===== src/hdl/link_ctrl_regs.svh =====
// Register offsets, field positions and reset values of the repeater control bank
`ifndef LINK_CTRL_REGS_SVH
`define LINK_CTRL_REGS_SVH

// Register offsets
`define REG_UNUSED_FIELD_OFS 8'h00
`define REG_RESET_OFS 8'h01
`define REG_LINK1_OFS 8'h02

// Reset control fields
`define SWRST_BIT 0

// Link control 1 fields
`define SPEED_HI 7
`define SPEED_LO 6
`define ROLE_HI 5
`define ROLE_LO 4
`define LINK1_UNUSED_FIELD_BIT 3
`define MODE_HI 2
`define MODE_LO 0

// Power-on values of the link control fields
`define SPEED_RST 2'h0
`define ROLE_RST 2'h0
`define MODE_RST 3'h0
`define RD_ZERO 8'h00

// Target address and byte framing
`define I2C_ADDR_BASE 7'h40
`define I2C_BYTE_BITS 4'h8
`define I2C_LAST_BIT 4'h7

`endif


===== src/hdl/link_ctrl_pkg.sv =====
// Types shared by the control bank and its serial target engine
package link_ctrl_pkg;

  typedef enum logic [4:0] {
    I2C_IDLE = 5'h01,
    I2C_RX = 5'h02,
    I2C_ACK_OUT = 5'h04,
    I2C_TX = 5'h08,
    I2C_ACK_IN = 5'h10
  } i2c_state_t;

  typedef enum logic [1:0] {
    PH_ADDR = 2'h0,
    PH_PTR = 2'h1,
    PH_DATA = 2'h2
  } i2c_phase_t;

  typedef enum logic [2:0] {
    MODE_AUTO = 3'h0,
    MODE_STANDBY = 3'h1,
    MODE_CONN_DET = 3'h2,
    MODE_COMPLIANCE = 3'h3
  } op_mode_t;

  typedef enum logic [1:0] {
    ROLE_DUAL = 2'h0,
    ROLE_HOST = 2'h1,
    ROLE_DEVICE = 2'h2,
    ROLE_UNUSED_FIELD = 2'h3
  } role_t;

  typedef enum logic [1:0] {
    SPEED_AUTO = 2'h0,
    SPEED_LSFS = 2'h1
  } speed_t;

  typedef struct packed {
    i2c_state_t state;
    i2c_phase_t phase;
    logic scl_q;
    logic sda_q;
    logic [7:0] shreg;
    logic [3:0] bitcnt;
    logic rnw;
    logic nack;
    logic [7:0] ptr;
    logic sda_oe;
    logic wr_stb;
    logic [7:0] wr_addr;
    logic [7:0] wr_data;
  } i2c_reg_t;

  typedef struct packed {
    logic [1:0] speed;
    logic [1:0] role;
    logic [2:0] op_mode;
    logic soft_rst;
    logic standby;
    logic conn_det;
    logic compliance;
    logic [1:0] cmd_role;
    logic [1:0] active_role;
    logic cfg_ack;
  } ctrl_reg_t;

endpackage : link_ctrl_pkg


===== src/hdl/repeater_reset_link_ctrl_regs.sv =====
// Reset and link control register bank of the repeater, reached over the serial target
// Behaviour
// RULE_01 - Registers are reachable over the serial target at any time after reset, no enable.
// RULE_02 - The controller must not write reserved codes such as speed 10/11 or role 11.
// RULE_03 - Reserved bits need not read back what was written; here they read as zero.
// RULE_04 - Offset 0x00 reads as all zero and ignores writes.
// RULE_05 - Writing one to bit 0 at offset 0x01 starts a soft reset and the bit clears itself.
// RULE_06 - A soft reset returns every read/write field to its power-on value.
// RULE_07 - Writing zero to the soft reset bit does nothing and the bit always reads zero.
// RULE_08 - Bits 7:6 at 0x02 pick speed: 00 negotiated, 01 low/full only, reset 00.
// RULE_09 - Bits 5:4 at 0x02 pick role; 00 is dual role, negotiated by the embedded host.
// RULE_10 - Role code 01 forces the host repeater role whatever configuration arrives.
// RULE_11 - Role code 10 forces the device repeater role whatever configuration arrives.
// RULE_12 - Configuration messages are still acknowledged while a role is forced.
// RULE_13 - The controller uses forced roles only with operational mode 2; the bench also writes role 01 with modes 0 and 3.
// RULE_14 - Mode 1 is deep standby with pins pulled low and registers kept; here only deep_standby_o is raised, no pin is driven.
// RULE_15 - Mode 2 enters connect-detect only at the write, ignored under an override; here it also needs exactly one role bit.
// RULE_16 - Mode 3 forces compliance L0, ignored unless exactly one role bit is set.
// RULE_17 - Bits 7:1 at 0x01 and bit 3 at 0x02 read as zero and ignore writes.
`timescale 1ns/100ps
`include "link_ctrl_regs.svh"

module repeater_reset_link_ctrl_regs import link_ctrl_pkg::*; #(
  parameter logic [6:0] I2C_BASE = `I2C_ADDR_BASE
) (
  input wire logic core_clk_i, // Core clock, 200 MHz
  input wire logic rst_b_i, // Reset pin, active low
  input wire logic scl_i, // Serial clock level
  input wire logic sda_i, // Serial data level
  input wire logic [1:0] addr_sel_i, // Target address select
  input wire logic cfg_msg_i, // Configuration message received
  input wire logic [1:0] cfg_role_i, // Role asked by that message
  input wire logic override_i, // Overriding condition present
  output logic sda_o, // Data line drive value
  output logic sda_oe_o, // Data line pulled low when high
  output logic [1:0] speed_ctrl_o, // Speed handling field
  output logic [1:0] role_ctrl_o, // Role field
  output logic [2:0] op_mode_o, // Operational mode field
  output logic deep_standby_o, // Deep standby active
  output logic conn_detect_o, // Enter connect-detect pulse
  output logic compliance_o, // Enter compliance L0 pulse
  output logic [1:0] cmd_role_o, // Role for the two pulses
  output logic [1:0] active_role_o, // Role in effect
  output logic cfg_ack_o, // Acknowledge pulse
  output logic soft_reset_o // Soft reset pulse
);

  logic [1:0] rst_sync;
  logic rst_int_b;
  ctrl_reg_t r;
  ctrl_reg_t next_r;
  logic [7:0] reg_addr;
  logic [7:0] rd_data;
  logic wr_stb;
  logic [7:0] wr_addr;
  logic [7:0] wr_data;
  logic sda_oe;
  logic [2:0] wr_mode;
  logic [1:0] wr_role;

  // True when exactly one role bit is set
  function automatic logic role_single(input logic [1:0] role);
    role_single = role[0] ^ role[1];
  endfunction : role_single

  // Read view of the bank; reserved space and reserved bits read as zero
  function automatic logic [7:0] read_reg(input logic [7:0] addr, input ctrl_reg_t c);
    logic [7:0] val;
    val = `RD_ZERO;
    if (addr == `REG_LINK1_OFS) begin
      val[`SPEED_HI:`SPEED_LO] = c.speed;
      val[`ROLE_HI:`ROLE_LO] = c.role;
      val[`MODE_HI:`MODE_LO] = c.op_mode;
    end
    read_reg = val;
  endfunction : read_reg

  // Reset release through two flip-flops
  always_ff @(posedge core_clk_i or negedge rst_b_i) begin
    if (!rst_b_i) begin
      rst_sync <= 2'b00;
    end else begin
      rst_sync <= {rst_sync[0], 1'b1};
    end
  end

  assign rst_int_b = rst_sync[1];

  // Serial target engine
  i2c_target_engine #(
    .BASE_ADDR(I2C_BASE)
  ) u_target (
    .core_clk_i(core_clk_i),
    .rst_b_i(rst_int_b),
    .addr_sel_i(addr_sel_i),
    .scl_i(scl_i),
    .sda_i(sda_i),
    .rd_data_i(rd_data),
    .sda_oe_o(sda_oe),
    .reg_addr_o(reg_addr),
    .wr_stb_o(wr_stb),
    .wr_addr_o(wr_addr),
    .wr_data_o(wr_data)
  );

  // Offset 0x00, bits 7:1 at 0x01 and bit 3 at 0x02 are never stored
  assign rd_data = read_reg(reg_addr, r); // RULE_03 RULE_04 RULE_17

  assign wr_mode = wr_data[`MODE_HI:`MODE_LO];
  assign wr_role = wr_data[`ROLE_HI:`ROLE_LO];

  // Register writes, mode commands and role tracking
  always_comb begin
    next_r = r;
    next_r.soft_rst = 1'b0;
    next_r.conn_det = 1'b0;
    next_r.compliance = 1'b0;
    next_r.cfg_ack = 1'b0;
    if (wr_stb && wr_addr == `REG_RESET_OFS) begin
      // A zero written here changes nothing
      if (wr_data[`SWRST_BIT]) begin // RULE_07
        next_r.soft_rst = 1'b1; // RULE_05
        next_r.speed = `SPEED_RST; // RULE_06
        next_r.role = `ROLE_RST; // RULE_06
        next_r.op_mode = `MODE_RST; // RULE_06
        next_r.active_role = ROLE_DUAL;
      end
    end else if (wr_stb && wr_addr == `REG_LINK1_OFS) begin
      next_r.speed = wr_data[`SPEED_HI:`SPEED_LO]; // RULE_08
      next_r.role = wr_role; // RULE_09
      next_r.op_mode = wr_mode;
      // Connect-detect acts only on the write itself
      if (wr_mode == MODE_CONN_DET && !override_i && role_single(wr_role)) begin
        next_r.conn_det = 1'b1; // RULE_15
        next_r.cmd_role = wr_role;
      end
      // Compliance needs exactly one role bit
      if (wr_mode == MODE_COMPLIANCE && role_single(wr_role)) begin
        next_r.compliance = 1'b1; // RULE_16
        next_r.cmd_role = wr_role;
      end
    end
    // Forced roles win over negotiated requests
    if (next_r.role == ROLE_HOST || next_r.role == ROLE_DEVICE) begin
      next_r.active_role = next_r.role; // RULE_10 RULE_11
    end else if (cfg_msg_i && role_single(cfg_role_i)) begin
      next_r.active_role = cfg_role_i; // RULE_09
    end
    // Every configuration message is acknowledged
    next_r.cfg_ack = cfg_msg_i; // RULE_12
    next_r.standby = (next_r.op_mode == MODE_STANDBY); // RULE_14
  end

  // Bank state register
  always_ff @(posedge core_clk_i or negedge rst_int_b) begin
    if (!rst_int_b) begin
      r <= '{speed: `SPEED_RST, role: `ROLE_RST, op_mode: `MODE_RST, soft_rst: 1'b0,
             standby: 1'b0, conn_det: 1'b0, compliance: 1'b0, cmd_role: 2'h0,
             active_role: 2'h0, cfg_ack: 1'b0};
    end else begin
      r <= next_r;
    end
  end

  // Outputs straight from the state register; sda_o tied low, sda_oe_o from the target engine
  assign sda_o = 1'b0;
  assign sda_oe_o = sda_oe;
  assign speed_ctrl_o = r.speed;
  assign role_ctrl_o = r.role;
  assign op_mode_o = r.op_mode;
  assign deep_standby_o = r.standby;
  assign conn_detect_o = r.conn_det;
  assign compliance_o = r.compliance;
  assign cmd_role_o = r.cmd_role;
  assign active_role_o = r.active_role;
  assign cfg_ack_o = r.cfg_ack;
  assign soft_reset_o = r.soft_rst;

  // Offset 0x00 always reads zero
  a_unused_field_reg_zero: assert property ( // RULE_04
    @(posedge core_clk_i) disable iff (!rst_int_b)
    reg_addr == `REG_UNUSED_FIELD_OFS |-> rd_data == `RD_ZERO)
    else $error("reserved offset read not zero");

  // Reset control register reads zero, bit 0 included
  a_swrst_read_zero: assert property ( // RULE_07
    @(posedge core_clk_i) disable iff (!rst_int_b)
    reg_addr == `REG_RESET_OFS |-> rd_data == `RD_ZERO)
    else $error("reset control read not zero");

  // Reserved bit 3 of link control reads zero
  a_link_unused_field_bit: assert property ( // RULE_17
    @(posedge core_clk_i) disable iff (!rst_int_b)
    reg_addr == `REG_LINK1_OFS |-> rd_data[`LINK1_UNUSED_FIELD_BIT] == 1'b0)
    else $error("link control bit 3 not zero");

  // Soft reset write pulses once and restores defaults
  a_swrst_defaults: assert property ( // RULE_05
    @(posedge core_clk_i) disable iff (!rst_int_b)
    wr_stb && wr_addr == `REG_RESET_OFS && wr_data[`SWRST_BIT]
    |=> soft_reset_o && speed_ctrl_o == `SPEED_RST && role_ctrl_o == `ROLE_RST
        && op_mode_o == `MODE_RST ##1 !soft_reset_o)
    else $error("soft reset did not restore defaults");

  // Writing zero leaves the bank alone
  a_swrst_zero_nop: assert property ( // RULE_07
    @(posedge core_clk_i) disable iff (!rst_int_b)
    wr_stb && wr_addr == `REG_RESET_OFS && !wr_data[`SWRST_BIT]
    |=> !soft_reset_o && $stable(speed_ctrl_o) && $stable(role_ctrl_o)
        && $stable(op_mode_o))
    else $error("zero write to reset bit had an effect");

  // Soft reset pulses only after a write to offset 0x01
  a_swrst_cause: assert property ( // RULE_06
    @(posedge core_clk_i) disable iff (!rst_int_b)
    soft_reset_o |-> $past(wr_stb) && $past(wr_addr) == `REG_RESET_OFS)
    else $error("soft reset without cause");

  // Speed field follows the written bits
  a_speed_write: assert property ( // RULE_08
    @(posedge core_clk_i) disable iff (!rst_int_b)
    wr_stb && wr_addr == `REG_LINK1_OFS
    |=> speed_ctrl_o == $past(wr_data[`SPEED_HI:`SPEED_LO]))
    else $error("speed field not updated");

  // Forced host role holds regardless of messages
  a_forced_host: assert property ( // RULE_10
    @(posedge core_clk_i) disable iff (!rst_int_b)
    role_ctrl_o == ROLE_HOST |-> active_role_o == ROLE_HOST)
    else $error("forced host role not in effect");

  // Forced device role holds regardless of messages
  a_forced_device: assert property ( // RULE_11
    @(posedge core_clk_i) disable iff (!rst_int_b)
    role_ctrl_o == ROLE_DEVICE |-> active_role_o == ROLE_DEVICE)
    else $error("forced device role not in effect");

  // Messages acknowledged one cycle later, even when forced
  a_cfg_ack: assert property ( // RULE_12
    @(posedge core_clk_i) disable iff (!rst_int_b)
    cfg_msg_i |=> cfg_ack_o)
    else $error("configuration message not acknowledged");

  // Standby flag matches mode 1
  a_deep_standby: assert property ( // RULE_14
    @(posedge core_clk_i) disable iff (!rst_int_b)
    deep_standby_o == (op_mode_o == MODE_STANDBY))
    else $error("standby flag disagrees with mode");

  // Connect-detect refused under an override
  a_conn_override: assert property ( // RULE_15
    @(posedge core_clk_i) disable iff (!rst_int_b)
    wr_stb && wr_addr == `REG_LINK1_OFS && override_i |=> !conn_detect_o)
    else $error("connect-detect taken under override");

  // Connect-detect taken on a clean write
  a_conn_taken: assert property ( // RULE_15
    @(posedge core_clk_i) disable iff (!rst_int_b)
    wr_stb && wr_addr == `REG_LINK1_OFS && wr_mode == MODE_CONN_DET && !override_i
    && role_single(wr_role) |=> conn_detect_o && cmd_role_o == $past(wr_role))
    else $error("connect-detect not issued");

  // Compliance refused without a single role bit
  a_compliance_role: assert property ( // RULE_16
    @(posedge core_clk_i) disable iff (!rst_int_b)
    compliance_o |-> role_single(cmd_role_o) && op_mode_o == MODE_COMPLIANCE)
    else $error("compliance with bad role");

  // Acknowledge only answers a message
  a_ack_cause: assert property ( // RULE_12
    @(posedge core_clk_i) disable iff (!rst_int_b)
    cfg_ack_o |-> $past(cfg_msg_i))
    else $error("acknowledge without message");

  // Dual role takes the role a message asks for
  a_dual_follow: assert property ( // RULE_09
    @(posedge core_clk_i) disable iff (!rst_int_b)
    cfg_msg_i && role_ctrl_o == ROLE_DUAL && role_single(cfg_role_i) && !wr_stb
    |=> active_role_o == $past(cfg_role_i))
    else $error("dual role did not follow message");

  // Connect-detect is a single-cycle pulse
  a_conn_pulse: assert property ( // RULE_15
    @(posedge core_clk_i) disable iff (!rst_int_b)
    conn_detect_o |=> !conn_detect_o)
    else $error("connect-detect longer than one cycle");

  // Compliance is a single-cycle pulse
  a_compl_pulse: assert property ( // RULE_16
    @(posedge core_clk_i) disable iff (!rst_int_b)
    compliance_o |=> !compliance_o)
    else $error("compliance longer than one cycle");

  // Fields are kept while in standby with no write
  a_standby_kept: assert property ( // RULE_14
    @(posedge core_clk_i) disable iff (!rst_int_b)
    deep_standby_o && !wr_stb |=> $stable(speed_ctrl_o) && $stable(role_ctrl_o)
    && $stable(op_mode_o))
    else $error("fields changed in standby");

endmodule : repeater_reset_link_ctrl_regs


===== src/hdl/i2c_target_engine.sv =====
// Serial register target: address match, pointer byte, write and read bytes
`timescale 1ns/100ps
`include "link_ctrl_regs.svh"

module i2c_target_engine import link_ctrl_pkg::*; #(
  parameter logic [6:0] BASE_ADDR = `I2C_ADDR_BASE
) (
  input wire logic core_clk_i, // Core clock
  input wire logic rst_b_i, // Synchronised reset, active low
  input wire logic [1:0] addr_sel_i, // Target address select
  input wire logic scl_i, // Serial clock level
  input wire logic sda_i, // Serial data level
  input wire logic [7:0] rd_data_i, // Read value at reg_addr_o
  output logic sda_oe_o, // Pull data line low
  output logic [7:0] reg_addr_o, // Register pointer
  output logic wr_stb_o, // One-cycle write strobe
  output logic [7:0] wr_addr_o, // Write offset
  output logic [7:0] wr_data_o // Write value
);

  i2c_reg_t r;
  i2c_reg_t next_r;
  logic start;
  logic stop;
  logic rise;
  logic fall;
  logic [6:0] dev_addr;

  function automatic logic [7:0] bump(input logic [7:0] p);
    bump = p + 8'h01;
  endfunction : bump

  // Bus conditions seen on the sampled lines
  assign start = r.scl_q & scl_i & r.sda_q & ~sda_i;
  assign stop = r.scl_q & scl_i & ~r.sda_q & sda_i;
  assign rise = scl_i & ~r.scl_q;
  assign fall = ~scl_i & r.scl_q;
  assign dev_addr = BASE_ADDR | {5'h00, addr_sel_i};

  // Byte engine; no enable step, so access is taken whenever reset is released
  always_comb begin
    next_r = r; // RULE_01
    next_r.scl_q = scl_i;
    next_r.sda_q = sda_i;
    next_r.wr_stb = 1'b0;
    if (start) begin
      next_r.state = I2C_RX;
      next_r.phase = PH_ADDR;
      next_r.bitcnt = 4'h0;
      next_r.sda_oe = 1'b0;
    end else if (stop) begin
      next_r.state = I2C_IDLE;
      next_r.sda_oe = 1'b0;
    end else begin
      case (r.state)
        I2C_RX: begin
          if (rise && r.bitcnt != `I2C_BYTE_BITS) begin
            next_r.shreg = {r.shreg[6:0], sda_i};
            next_r.bitcnt = r.bitcnt + 4'h1;
          end else if (fall && r.bitcnt == `I2C_BYTE_BITS) begin
            next_r.bitcnt = 4'h0;
            next_r.sda_oe = 1'b1;
            next_r.state = I2C_ACK_OUT;
            case (r.phase)
              PH_ADDR: begin
                next_r.rnw = r.shreg[0];
                if (r.shreg[7:1] != dev_addr) begin
                  next_r.sda_oe = 1'b0;
                  next_r.state = I2C_IDLE;
                end
              end
              PH_PTR: begin
                next_r.ptr = r.shreg;
              end
              default: begin
                next_r.wr_stb = 1'b1;
                next_r.wr_addr = r.ptr;
                next_r.wr_data = r.shreg;
                next_r.ptr = bump(r.ptr);
              end
            endcase
          end
        end
        I2C_ACK_OUT: begin
          if (fall && r.rnw) begin
            next_r.state = I2C_TX;
            next_r.shreg = rd_data_i;
            next_r.sda_oe = ~rd_data_i[7];
            next_r.ptr = bump(r.ptr);
          end else if (fall) begin
            next_r.sda_oe = 1'b0;
            next_r.state = I2C_RX;
            next_r.phase = (r.phase == PH_ADDR) ? PH_PTR : PH_DATA;
          end
        end
        I2C_TX: begin
          if (fall && r.bitcnt == `I2C_LAST_BIT) begin
            next_r.sda_oe = 1'b0;
            next_r.state = I2C_ACK_IN;
          end else if (fall) begin
            next_r.shreg = {r.shreg[6:0], 1'b0};
            next_r.sda_oe = ~r.shreg[6];
            next_r.bitcnt = r.bitcnt + 4'h1;
          end
        end
        I2C_ACK_IN: begin
          if (rise) begin
            next_r.nack = sda_i;
          end else if (fall && r.nack) begin
            next_r.state = I2C_IDLE;
          end else if (fall) begin
            next_r.state = I2C_TX;
            next_r.bitcnt = 4'h0;
            next_r.shreg = rd_data_i;
            next_r.sda_oe = ~rd_data_i[7];
            next_r.ptr = bump(r.ptr);
          end
        end
        default: begin
          next_r.state = I2C_IDLE;
        end
      endcase
    end
  end

  // State register
  always_ff @(posedge core_clk_i or negedge rst_b_i) begin
    if (!rst_b_i) begin
      r <= '{state: I2C_IDLE, phase: PH_ADDR, scl_q: 1'b1, sda_q: 1'b1,
             shreg: 8'h00, bitcnt: 4'h0, rnw: 1'b0, nack: 1'b0, ptr: 8'h00,
             sda_oe: 1'b0, wr_stb: 1'b0, wr_addr: 8'h00, wr_data: 8'h00};
    end else begin
      r <= next_r;
    end
  end

  assign sda_oe_o = r.sda_oe;
  assign reg_addr_o = r.ptr;
  assign wr_stb_o = r.wr_stb;
  assign wr_addr_o = r.wr_addr;
  assign wr_data_o = r.wr_data;

endmodule : i2c_target_engine


===== config.mk =====
export PLATFORM = sky130hd
export DESIGN_NAME = repeater_reset_link_ctrl_regs
export DESIGN_NICKNAME = d
export VERILOG_FILES = /design/src/hdl/link_ctrl_pkg.sv /design/src/hdl/repeater_reset_link_ctrl_regs.sv /design/src/hdl/i2c_target_engine.sv
export VERILOG_INCLUDE_DIRS = /design/src /design/src/hdl
export SDC_FILE = /design/constraint.sdc
export NUM_CORES = 1
export LEC_CHECK = 0
export BUFFER_PORTS_ARGS = -buffer_cell sky130_fd_sc_hd__buf_4
export CORE_MARGIN = 4
export CORE_UTILIZATION = 55
export DETAILED_ROUTE_END_ITERATION = 7
export PLACE_DENSITY = 0.82
export SLEW_MARGIN = 20
export SYNTH_ARGS = -nofsm -noshare
export SYNTH_HDL_FRONTEND = slang
export SYNTH_HIERARCHICAL = 1
export SYNTH_SLANG_ARGS = --single-unit

===== constraint.sdc =====
create_clock -name core_clk_i -period 6.3 [get_ports core_clk_i]
set_input_delay 1.26 -clock core_clk_i [delete_from_list [all_inputs] [get_ports core_clk_i]]
set_output_delay 1.26 -clock core_clk_i [all_outputs]
set_load 0.03 [all_outputs]

Yosys cells after proc, flatten, opt, wreduce, memory -nomap -nowiden

Index checks and enable logic that the tools add are counted.

Input port bits: 10
Flip-flop bits (word level): 67
Output and inout bits: 18
Word-level logic and storage cells: 199

Bitwise logic cells: 20
Mux-type cells: 71
Reductions and logical operators: 37
Add/sub/neg operators: 2
Eq/ne operators: 45

Operator list:

| cell               | number |
|---|---|
| $mux 17            | 4 |
| $mux 12            | 5 |
| $mux 26            | 2 |
| $mux 5             | 9 |
| $mux 8             | 4 |
| $pmux 8 s4         | 1 |
| $mux 7             | 4 |
| $mux 9             | 3 |
| $pmux 8 s3         | 1 |
| $mux 4             | 5 |
| $pmux 5 s4         | 1 |
| $reduce_and 10->1  | 2 |
| $mux 2             | 9 |
| $reduce_and 6->1   | 3 |
| $eq 8x2->1 const B | 2 |
| $ne 2x1->1 const B | 8 |
| $ne 4x1->1 const B | 4 |
| $pmux 8 s2         | 1 |
| $reduce_and 8->1   | 2 |
| $mux 1             | 15 |
| $ne 5x1->1 const B | 3 |
| $mux 14            | 1 |
| $mux 3             | 4 |
| $ne 4x2->1 const B | 3 |
| other kinds (35)   | 79 |

Logic depth before layout (Yosys ltp)

Word-level depth: 9
Gate-level depth with buffers: 10
Mapped depth without buffers: 8

Modules after synthesis

Netlist, hierarchy kept.

Modules (own cells, without submodules):

| module                        | instances | cells each | seq. area each (um^2) | area an instance (um^2) |
|---|---|---|---|---|
| i2c_target_engine             | 1         | 292        | 1229.9                | 2894.0 |
| repeater_reset_link_ctrl_regs | 1         | 76         | 450.4                 | 854.6 |

Worst setup path after synthesis

No wires, ideal clock.

Kind: input to register
From: input scl_i
To: register u_target/r[33] (netlist bit)
Slack: 3.438 ns
Buffers on the path: 1
Cell stages on the path: 6
Data arrival time: 2.738 ns
Path through: buf_4 -> nand2b_1 -> o2111ai_1 -> o21ai_0 -> nor3_2 -> mux2_2

Cells in the longest elaborated chain, start to end: 5
Elaborated cells between the ends (all ways): 22

RTL lines:

| element                                                   | RTL line                                                                  | text |
|---|---|---|
| start, declared                                           | repeater_reset_link_ctrl_regs.sv:28                                       | `input wire logic scl_i,` |
| $not 1->1 or $and 1x1->1 (tied branches)                  | i2c_target_engine.sv:37, i2c_target_engine.sv:34, i2c_target_engine.sv:35 |  |
| $and 1x1->1, on equally long branches                     | i2c_target_engine.sv:37, i2c_target_engine.sv:34, i2c_target_engine.sv:35 |  |
| $logic_and 1x1->1 (no line), or another cell as far along | n/a                                                                       |  |
| $ne 2x2->1 (no line), or another cell as far along        | n/a                                                                       |  |
| $reduce_and 10->1 (no line) (*)                           | n/a                                                                       |  |
| end signal, assigned                                      | i2c_target_engine.sv:129                                                  | `r <= '{state: I2C_IDLE, phase: PH_ADDR, scl_q: 1'b1, sda_q: 1'b1,` |
| end signal, assigned                                      | i2c_target_engine.sv:133                                                  | `r <= next_r;` |
| end, declared                                             | i2c_target_engine.sv:21                                                   | `i2c_reg_t r;` |

Every way passes the cells marked *; elsewhere a longest branch is shown, timed or not.
A chain may end at the register's enable or synchronous reset.

Worst setup path in the final report

From: input scl_i
To: register u_target.r (netlist bit u_target/wr_addr_o[1])

Cells in the longest elaborated chain, start to end: 5
Elaborated cells between the ends (all ways): 14

RTL lines:

| element                                             | RTL line |
|---|---|
| $and 1x1->1                                         | i2c_target_engine.sv:34, i2c_target_engine.sv:35 |
| $and 1x1->1, on equally long branches (2 in series) | i2c_target_engine.sv:34, i2c_target_engine.sv:35 |
| $not 1->1 (no line)                                 | n/a |
| $reduce_and 6->1 (no line) (*)                      | n/a |

Marked as above.

==> metrics <==
largest net degree at the start of global routing between 60 and 70; clock tree root buffer cell clkbuf_8; crit share post-route 49.1%; H-Tree Depth 3; pwr dens about 260 nW/um^2; slowest cell on the critical path and3_1; CP Class primary input to flop; synthesized area approximately 3700 sq um; CTS tree done; dpl hpwl approximately 5.6 mm; DR vias 2820; Die Area 8110 sq um; Starting Density a little under three fifths; leakage power 1.84 nW; RD Place Congestion 0.966; share of layout cells above drive strength 1 roughly a quarter; measured slew at the worst slew-check pin 0.796 ns; clk_lat worst skew 0.35 ns; arrival time at the worst endpoint 3.33 ns; routed len/inst 18.3 microns; antenna diode count 0; gr ovfl total 0; setup TNS 0 ns; CTS Buf Count 9; GRT Resource Usage Total 20.7%; Design Area, Final 3990 sq um; Area Overhead vs Synth 7.60%; clock skew 0.00758 ns; Sink Count 66; drt initial violations approximately 240; maxcap violations 0; Max Clk Rate 0.323 GHz; slew margin rel. 46.9%; Post-DRT Antenna Nets 0; setup violators final 0; core area 6460 sq um; # nets final 378; crit path max fanout 16; crit-path max cell delay 0.67 ns; CP Data Required Time between 6 and 7 ns; Worst setup EP type flop; CP delay by family, top simple AND/OR/NAND/NOR gates; first-pass GRT wire length 13.6 mm; cell count after synthesis 365; Max Root-Sink Buffers 2; Die Ht between 90 and 100 microns; Site Rows 29; most common cell after layout, fill and taps aside dfrtp_1; io pins 28; most frequent cells in the layout 62 x dfrtp_1, 32 x mux2_2, 27 x buf_4; Crit path buffers/inverters 1; DRC violations left 0; Tmin final 3.10 ns; Avg Inst Size Synth approximately 10 sq um; Via density ~6.3; DP Area ~3700 sq um; startpoint types primary input; Post-CTS Resized 0; VDD IR max 0.142 mV; vias in the first global route 2751; Die X 90.1 microns; initial antenna violation count 0; worst min-delay path class flop to flop; worst path cell trace buf_4, nor2b_1, nand2_1, nor2_1, and3_1, mux2_2; Post-CTS Setup Inserts 0; WL final 8.20 mm; final hold violations 0; RSZ-0062 raised after global routing false; Synth Warn # 6; Hold Buf Count CTS 0; Slew Limit Fails 0; router iterations before antenna repair 7; Clock Pin Slew Worst Setup and Hold Paths 0.07 ns; port bufs 26; status finished, final reports clean; final core occ 61.7%
registers in the layout, indices dropped and copies added (netlist names), 2 cells and up:
name / flops
u_target/wr_data_o: 7
active_role_o: 2
role_ctrl_o: 2
u_target/wr_addr_o: 8
rst_sync: 2
speed_ctrl_o: 2
u_target/reg_addr_o: 8
u_target/r: 23
cmd_role_o: 2
op_mode_o: 3
layer usage:
metal  up-vias  routed length [microns]  global-route usage [%]
met5         -                        0                       0
met4         0                      156                    7.02
met3        23                      595                    5.09
met2       141                     3940                    32.4
met1      1367                     3500                    28.2
li1       1289                        -                       -
cell type report:
type	instances	area, sq um
Fill cell	505	2470
Multi-Input combinational cell	246	1720
Sequential cell	66	1660
Timing Repair Buffer	27	203
Clock buffer	10	138
Clock inverter	6	113
Tap cell	77	96.3
Inverter	15	56.3
report_power, final:
part	total [mW]	switching (mW)	leakage (nW)	internal [mW]
logic	0.0979	0.0499	0.837	0.0480
clock network	0.444	0.169	0.127	0.275
registers	0.499	0.0441	0.872	0.455
final timing paths:
kind	start	end	slack [ns]	depth (start not counted)
setup / recovery	scl_i	u_target/wr_addr_o[1]$_DFFE_PN0P_	3.20	6
hold / removal	rst_sync[0]$_DFF_PN0_	rst_sync[1]$_DFF_PN0_	0.35	0
setup reg to reg	u_target/r[47]$_DFFE_PN0P_	u_target/reg_addr_o[0]$_DFFE_PN0P_	3.46	6
hold reg to reg	rst_sync[0]$_DFF_PN0_	rst_sync[1]$_DFF_PN0_	0.35	0
max in group asynchronous	rst_sync[1]$_DFF_PN0_	u_target/wr_data_o[0]$_DFFE_PN0P_	5.35	1
min in group asynchronous	rst_sync[1]$_DFF_PN0_	u_target/reg_addr_o[1]$_DFFE_PN0P_	0.43	1
per-stage QoR:
stage	setup slack, ns	power [mW]	hold slack (ns)	std cells
3_5_place_dp	2.89	0.603	0.344	431
5_1_grt	3.00	1.08	0.380	447
6_report	3.20	1.04	0.354	447
4_1_cts	3.26	1.05	0.361	447
2_1_floorplan	3.44	0.575	0.331	366
3_3_place_gp	2.95	0.595	0.337	431
No activity file was read; power rests on OpenSTA's default activity.
